--- src/rtl/swsc_pkg.sv ---
// ----------------------------------------------------------------------
// Shared constants for the standby wake source configuration block
// ----------------------------------------------------------------------
package swsc_pkg;

  // ----------------------------------------------------------------------
  // Register map (byte addresses on the local register port)
  // ----------------------------------------------------------------------
  localparam logic [7:0]  CFG_OFFSET    = 8'h14;
  localparam logic [7:0]  STATUS_OFFSET = 8'h40;

  // ----------------------------------------------------------------------
  // Field layout of the configuration word, one byte lane per input
  // ----------------------------------------------------------------------
  localparam int          NUM_LANES     = 4;
  localparam int          LANE_W        = 8;
  localparam int          EN_POS        = 0;
  localparam int          COND_POS      = 4;
  localparam int          COND_W        = 2;

  // Writable bits: enable and condition field of each lane
  localparam logic [31:0] CFG_WMASK     = 32'h31313131;
  // Bits 7:6 and 3:1 of each lane always read back as zero
  localparam logic [31:0] CFG_RESV_MASK = 32'hcececece;
  // Falling edge selected and wake disabled in every lane
  localparam logic [31:0] CFG_RESET     = 32'h20202020;

  // Status word layout
  localparam int          STAT_REQ_POS  = 0;
  localparam int          STAT_REL_POS  = 4;

  // ----------------------------------------------------------------------
  // Types
  // ----------------------------------------------------------------------
  // Condition that counts as a release request
  typedef enum logic [1:0] {
    COND_LOW  = 2'b00,
    COND_HIGH = 2'b01,
    COND_FALL = 2'b10,
    COND_RISE = 2'b11
  } swsc_cond_t;

  // Power state reported by the standby controller
  typedef enum logic [1:0] {
    PWR_RUN   = 2'b00,
    PWR_IDLE  = 2'b01,
    PWR_SLEEP = 2'b10,
    PWR_STOP  = 2'b11
  } swsc_pwr_t;

endpackage

--- src/rtl/swsc_detect.sv ---
`timescale 1ns/100ps
// ----------------------------------------------------------------------
// One wake source: condition detector gated by its enable
// ----------------------------------------------------------------------
module swsc_detect (
  input  wire logic       clk,
  input  wire logic       resetn,
  input  wire logic       pinIn,
  input  wire logic       wakeEnable,
  input  wire logic [1:0] wakeCond,
  output logic            wakeReq
);

  logic pinPrev_reg;
  logic primed_reg;
  logic wakeReq_reg;
  logic hit;

  // Previous sample; edges are ignored until one real sample exists,
  // so a pin already high at reset release is not taken as an edge
  always_ff @(posedge clk) begin
    if (!resetn) begin
      pinPrev_reg <= 1'b0;
      primed_reg  <= 1'b0;
    end else begin
      pinPrev_reg <= pinIn;
      primed_reg  <= 1'b1;
    end
  end

  // Condition select
  always_comb begin
    case (swsc_pkg::swsc_cond_t'(wakeCond))
      swsc_pkg::COND_LOW:  hit = !pinIn;
      swsc_pkg::COND_HIGH: hit = pinIn;
      swsc_pkg::COND_FALL: hit = primed_reg && pinPrev_reg && !pinIn;
      swsc_pkg::COND_RISE: hit = primed_reg && !pinPrev_reg && pinIn;
      default:             hit = 1'b0;
    endcase
  end

  // Registered request, blocked while the enable is clear
  always_ff @(posedge clk) begin
    if (!resetn) begin
      wakeReq_reg <= 1'b0;
    end else begin
      wakeReq_reg <= wakeEnable && hit;
    end
  end

  assign wakeReq = wakeReq_reg;
endmodule

--- src/rtl/swsc_wake_src.sv ---
// Strobed register access and the placing of the registers were chosen for this implementation.
`timescale 1ns/100ps
// ----------------------------------------------------------------------
// Standby wake source configuration for external inputs 4 to 7
// ----------------------------------------------------------------------
//
// Software writes one configuration word with a byte lane per input.
// Each lane holds a wake enable and a two-bit condition. The detectors
// raise a per-input request; the combined request is passed on to the
// standby controller while it reports a low-power state.
//
// Contract
// - Condition field picks low level, high level, falling or rising edge.
// - Enable bit 0 blocks the input's release request, 1 passes it.
// - Bits 7:6 and 3:1 of every lane are read-only zero.
// - Inputs 4..7 use lanes 0..3: enable at bit 0, condition at 5:4.
// - Reset gives falling edge everywhere and every enable cleared.
// - Any request may end stop, sleep and idle states.
module swsc_wake_src (
  input  wire logic        clk,
  input  wire logic        resetn,
  input  wire logic [7:0]  regAddr,
  input  wire logic [31:0] regWdata,
  input  wire logic        regWrite,
  input  wire logic        regRead,
  output logic      [31:0] regRdata,
  input  wire logic        extIrqIn4,
  input  wire logic        extIrqIn5,
  input  wire logic        extIrqIn6,
  input  wire logic        extIrqIn7,
  input  wire logic [1:0]  powerState,
  output logic      [3:0]  wakeReq,
  output logic             standbyRelease
);

  // ----------------------------------------------------------------------
  // Declarations
  // ----------------------------------------------------------------------
  logic [31:0] cfg_reg;
  logic [31:0] cfg_next;
  logic [31:0] regRdata_reg;
  logic [31:0] regRdata_next;
  logic        standbyRelease_reg;
  logic        standbyRelease_next;
  logic [3:0]  pinVec;
  logic [3:0]  laneEnable;
  logic [1:0]  laneCond [swsc_pkg::NUM_LANES];
  logic [3:0]  laneReq;
  logic [31:0] statusWord;
  logic        cfgWriteHit;
  logic        cfgReadHit;
  logic        statReadHit;
  logic        inStandby;

  // ----------------------------------------------------------------------
  // Address decode
  // ----------------------------------------------------------------------
  // Used by both the write path and the read path
  function automatic logic addrHit(input logic [7:0] addr,
                                   input logic [7:0] offset);
    addrHit = (addr == offset);
  endfunction

  // Strobe qualified hits
  assign cfgWriteHit = regWrite && addrHit(regAddr, swsc_pkg::CFG_OFFSET);
  assign cfgReadHit  = regRead  && addrHit(regAddr, swsc_pkg::CFG_OFFSET);
  assign statReadHit = regRead  && addrHit(regAddr, swsc_pkg::STATUS_OFFSET);

  // ----------------------------------------------------------------------
  // Configuration register
  // ----------------------------------------------------------------------
  // Only the enable and condition bits store; the rest is dropped on
  // write so a read can never show anything but zero there
  always_comb begin
    cfg_next = cfg_reg;
    if (cfgWriteHit) begin
      cfg_next = regWdata & swsc_pkg::CFG_WMASK;
    end
  end

  // Storage with its reset value
  always_ff @(posedge clk) begin
    if (!resetn) begin
      cfg_reg <= swsc_pkg::CFG_RESET;
    end else begin
      cfg_reg <= cfg_next;
    end
  end

  // ----------------------------------------------------------------------
  // Per-lane fields and detectors
  // ----------------------------------------------------------------------
  // Input pins in lane order, input 4 in lane 0
  assign pinVec = {extIrqIn7, extIrqIn6, extIrqIn5, extIrqIn4};

  // One detector per byte lane
  genvar lane;
  generate
    for (lane = 0; lane < swsc_pkg::NUM_LANES; lane++) begin : gLane
      // Field extraction from the lane's byte
      assign laneEnable[lane] =
        cfg_reg[lane * swsc_pkg::LANE_W + swsc_pkg::EN_POS];
      assign laneCond[lane] =
        cfg_reg[lane * swsc_pkg::LANE_W + swsc_pkg::COND_POS +: swsc_pkg::COND_W];

      swsc_detect uDetect (
        .clk        (clk),
        .resetn     (resetn),
        .pinIn      (pinVec[lane]),
        .wakeEnable (laneEnable[lane]),
        .wakeCond   (laneCond[lane]),
        .wakeReq    (laneReq[lane])
      );
    end
  endgenerate

  // Detector outputs are already flip-flops
  assign wakeReq = laneReq;

  // ----------------------------------------------------------------------
  // Standby release
  // ----------------------------------------------------------------------
  // Any low-power state counts; running state needs no release
  always_comb begin
    case (swsc_pkg::swsc_pwr_t'(powerState))
      swsc_pkg::PWR_IDLE:  inStandby = 1'b1;
      swsc_pkg::PWR_SLEEP: inStandby = 1'b1;
      swsc_pkg::PWR_STOP:  inStandby = 1'b1;
      swsc_pkg::PWR_RUN:   inStandby = 1'b0;
      default:             inStandby = 1'b0;
    endcase
  end

  // Combined release, one cycle behind the per-input request
  assign standbyRelease_next = inStandby && (|laneReq);

  // Release register
  always_ff @(posedge clk) begin
    if (!resetn) begin
      standbyRelease_reg <= 1'b0;
    end else begin
      standbyRelease_reg <= standbyRelease_next;
    end
  end

  assign standbyRelease = standbyRelease_reg;

  // ----------------------------------------------------------------------
  // Read path
  // ----------------------------------------------------------------------
  // Status shows the live requests and the release line
  always_comb begin
    statusWord = 32'h00000000;
    statusWord[swsc_pkg::STAT_REQ_POS +: 4] = laneReq;
    statusWord[swsc_pkg::STAT_REL_POS]      = standbyRelease_reg;
  end

  // Read data is valid only in the cycle after the strobe; an unmapped
  // address reads zero, so software never sees stale bus contents
  always_comb begin
    regRdata_next = 32'h00000000;
    if (cfgReadHit) begin
      regRdata_next = cfg_reg & swsc_pkg::CFG_WMASK;
    end else if (statReadHit) begin
      regRdata_next = statusWord;
    end
  end

  // Read data register
  always_ff @(posedge clk) begin
    if (!resetn) begin
      regRdata_reg <= 32'h00000000;
    end else begin
      regRdata_reg <= regRdata_next;
    end
  end

  assign regRdata = regRdata_reg;
endmodule

--- config.mk ---
export PLATFORM = sky130hd
export DESIGN_NAME = swsc_wake_src
export DESIGN_NICKNAME = d
export VERILOG_FILES = /design/src/rtl/swsc_pkg.sv /design/src/rtl/swsc_detect.sv /design/src/rtl/swsc_wake_src.sv
export SDC_FILE = /design/constraint.sdc
export NUM_CORES = 1
export LEC_CHECK = 0
export BUFFER_PORTS_ARGS = -buffer_cell sky130_fd_sc_hd__clkbuf_2
export CAP_MARGIN = 20
export CORE_UTILIZATION = 41
export CTS_BUF_LIST = sky130_fd_sc_hd__clkbuf_8
export CTS_CLUSTER_SIZE = 40
export DETAILED_ROUTE_END_ITERATION = 6
export HOLD_SLACK_MARGIN = 0.06
export PLACE_DENSITY = 0.85
export SLEW_MARGIN = 0
export SYNTH_ARGS = -nofsm -noshare
export SYNTH_HDL_FRONTEND = slang
export SYNTH_SLANG_ARGS = --single-unit
--- constraint.sdc ---
create_clock -name clk -period 1.7 [get_ports clk]
set_input_delay 0.34 -clock clk [delete_from_list [all_inputs] [get_ports clk]]
set_output_delay 0.34 -clock clk [all_outputs]
set_load 0.05 [all_outputs]
# After elaboration in Yosys (flattened, before gate mapping)
# Index checks and enable logic that the tools add are counted.
# classes
n_eq_ne	17
mux	8
bitwise_logic	2
n_reduce_logical	41
# ops
operator	count
2-to-1 mux 30 bit	1
logical AND 1 bit	24
== test 2 bit (second input constant)	10
case mux 1 bit (4 select lines)	4
== test 2 x 1 -> 1 bit (second input constant)	5
logical NOT 2 bit	5
== test 8 x 5 -> 1 bit (second input constant)	1
== test 8 x 7 -> 1 bit (second input constant)	1
logical NOT 1 bit	8
OR reduction 3 bit	2
2-to-1 mux 5 bit	1
OR reduction 4 bit	1
inverter 1 bit	2
case mux 1 bit (2 select lines)	1
OR reduction 2 bit	1
2-to-1 mux 1 bit	1
# totals
ff_bits	54
in_bits	50

# Logic depth before layout (Yosys ltp)
# logic_depth
depth_word	5
ltp_mapped	4

# By module
# A second synthesis with hierarchy kept.
# hier_totals
hier_cells	152
area_unflattened_um2	1610.3
# modules_own_cells
mod	instances	cells_each	area_per_inst_um2	seq_area_each_um2
swsc_wake_src	1	116	1159.9	560.5
swsc_detect	4	9	112.6	60.1

# Least setup slack after synthesis
# OpenSTA, ideal clock, no wires.
# synth_timing
path_kind	input port to flip-flop
start	input port regAddr[5]
end	register cfg_reg[12]
setup_time_ns	0.072
arrival_ns	1.595
t_required_ns	1.628
setup_slack_ns	0.033
path_stages	4
n_path_buf	1
path_cell_list	or4_4 > nor4_4 > buf_6 > mux2i_1
# synth_via
elab_chain_len	2
# synth_lines
item	line	text
start, declared	swsc_wake_src.sv:22	input wire logic [7:0] regAddr,
== test 8 x 5 -> 1 bit	swsc_wake_src.sv:61	addrHit = (addr == offset);
logical AND 1 bit	swsc_wake_src.sv:65	assign cfgWriteHit = regWrite && addrHit(regAddr, swsc_pkg::CFG_OFFSET);
end signal, assigned	swsc_wake_src.sv:84	cfg_reg <= swsc_pkg::CFG_RESET;
end signal, assigned	swsc_wake_src.sv:86	cfg_reg <= cfg_next;
end, declared	swsc_wake_src.sv:39	logic [31:0] cfg_reg;
# No other way between the ends.
# A chain may end at the register's enable or synchronous reset.

# Final worst setup path
# layout_timing
start	input port regAddr[5]
end	register cfg_reg[24]
# Same word-level chain as after synthesis.

==> impl_metrics.json <==
{
  "finalMaxSlewViolations": 0,
  "skew_ns": 0.00651,
  "post_synth.cell_area_avg_um2": 9.79,
  "clkTransAtPathRegs_ns": 0.08,
  "max_freq_ghz": 0.686,
  "routedWlPerCell_um": 10.7,
  "pin_count": 87,
  "clkLatencyLatePin_ns": 0.29,
  "synth_top_area_share_pct": 48.2,
  "yosys-top-cells-count": "dfxtp_1 (37), nand2_1 (25), buf_4 (21), and2_1 (14), mux2i_1 (12)",
  "grt_max_degree": 31,
  "min_period_ns": 1.46,
  "status": "complete, no violations",
  "synth.distinct_cells": 26,
  "synth_top_family_by_area": "simple AND/OR/NAND/NOR gates",
  "syn_inst": 157,
  "post_cts_resized": 0,
  "p_leak_nw": 0.813,
  "finalWirelength_um": 2720,
  "grt.overflow.total": 0,
  "hold_violations": 0,
  "p_per_area_nw_per_um2": 887,
  "path_class": "input port to flop",
  "fin_util_pct": 53.0,
  "via_per_inst": 4.44,
  "grt_use_total_pct": 15.6,
  "cts_setup_buffers": 0,
  "antenna_found_initial": 0,
  "yosys.area_share.simple_pct": 24.9,
  "drt-pass1-iter-count": 5,
  "dr_total_vias": 1132,
  "design_area_um2": 1840,
  "largest_reg_flops": 15,
  "place_area_um2": 1750,
  "final.fill_count": 338,
  "cts_hold_buf": 0,
  "dp_cells": 247,
  "grt_pass1_vias": 1095,
  "synth_mux_area_share_pct": 7.82,
  "coreArea_um2": 3470,
  "antenna_cells": 0,
  "seq_area_frac_synth_pct": 48.2,
  "setup_violations": 0,
  "htreeDepth": 2,
  "clkSinkCount": 37,
  "async_flop_share_pct": 0,
  "yosys.cell_count.top_type": "dfxtp_1",
  "ir_drop_v": 0.000405,
  "root_buffer": "clkbuf_8",
  "syn_area_um2": 1540,
  "synth-edff-count": 0,
  "grt_pass1_wl_um": 4650,
  "power_mw": 1.63,
  "instances_no_fill": 255,
  "critPathLaunchType": "input port",
  "critPathRequiredTime_ns": 1.92,
  "cts_buffers": 5,
  "clockBufferDepth": 2,
  "io_buffers": 49,
  "synth_seq_cells": 37,
  "fin_crit_sh_pct": 85.7,
  "hold_class": "input port to flop",
  "nets": 258,
  "arrival_ns": 1.67,
  "first_iter_violations": 49,
  "cap_violations": 0,
  "rsz0062_at_grt": "false",
  "antenna_left": 0,
  "yosys-top-cells-area": "dfxtp_1 (48%), buf_4 (10%), mux2i_1 (7.8%)",
  "yosys_most_used_dff": "dfxtp_1",
  "hpwlAfterDp_um": 2050,
  "die_h_um": 63.2,
  "synth_compound_area_share_pct": 6.84,
  "cts_tree": "yes",
  "critPathMaxFanout": 6,
  "die_w_um": 63.2,
  "finalSetupTns_ns": 0,
  "layout-drive-gt1-share_pct": 30.6,
  "area_growth_pct": 19.5,
  "initial_utilization_pct": 44.3,
  "routabilityCongestion": 0.681,
  "end_kind": "flop",
  "yosys.area.top_type": "dfxtp_1",
  "synth_fa_ha_area_share_pct": 0,
  "synth-xor-area-share_pct": 0,
  "die_area_um2": 4000,
  "yosysWarnings": 0,
  "rows": 21,
  "route.detailed.drc": 0
}
area by class of cell:
class,count,area [um^2],area share [%]
Tap cell,46,57.6,3.13
Clock buffer,5,68.8,3.75
Inverter,1,3.75,0.204
Timing Repair Buffer,53,275,15.0
Multi-Input combinational cell,110,672,36.6
Sequential cell,37,741,40.3
Clock inverter,3,18.8,1.02
per-stage QoR:
| stage | setup slack, ns | hold WS [ns] |
|---|---|---|
| global placement | -0.0271 | 0.435 |
| CTS | 0.230 | 0.268 |
| finish | 0.243 | 0.271 |
| detailed placement | -0.0667 | 0.444 |
| global route | 0.205 | 0.262 |
| floorplan | 0.0333 | 0.368 |
worst max-delay path: stages:
cell	delay, ns
clkbuf_2	0.08
or4_4	0.57
nor4_4	0.25
buf_4	0.22
mux2i_1	0.20
placed cells by master, fill, tap and decap left out:
cell type	n
and3_1	3
clkbuf_2	49
buf_4	4
or4_4	1
nor2b_1	8
clkinvlp_4	2
o21ai_0	1
a21oi_1	4
nor4_4	2
a211o_1	4
dfxtp_1	37
a22oi_1	2
conb_1	17
clkbuf_8	5
nor4_1	1
nor3b_1	1
and3b_1	1
mux2i_1	12
nand3b_1	1
nand2_1	25
and2_1	14
nand2b_1	4
a21o_1	4
inv_1	2
or3_2	1
nor2_1	3
nor3_1	1
power by group:
| group | leakage [nW] | switching, mW | internal, mW |
|---|---|---|---|
| Combinational | 0.472 | 0.121 | 0.0434 |
| Sequential | 0.300 | 0.00493 | 0.873 |
| Clock | 0.0416 | 0.303 | 0.282 |
| Total | 0.813 | 0.429 | 1.20 |
worst paths after layout:
kind                                   end  depth (start not counted)  slack, ns                         from
setup / recovery               cfg_reg[24]                          5       0.24                   regAddr[5]
hold / removal                 cfg_reg[20]                          3       0.27                 regWdata[20]
setup reg to reg  gLane[1].uDetect.wakeReq                          3       0.60  gLane[2].uDetect.primed_reg
hold reg to reg               regRdata[16]                          1       0.46                  cfg_reg[16]
cell families (layout without fill, tap and decap cells):
group,Yosys count,in the layout
AND/OR/NAND/NOR,66,66
flip-flops,37,37
buffers and inverters,26,62
AO/OA/AOI/OAI,15,15
multiplexers,12,12
other,1,17
layer usage:
metal | wire length [um] | vias to the layer above | part of all wire [%] | global-route usage [%]
li1 | - | 582 | - | -
met1 | 1170 | 494 | 43 | 16.4
met2 | 1300 | 49 | 48 | 26.7
met3 | 192 | 7 | 7.1 | 6.16
met4 | 54 | 0 | 2.0 | 7.67
met5 | 0 | - | 0 | 0
Note: power is estimated with default switching activity, not from simulation.
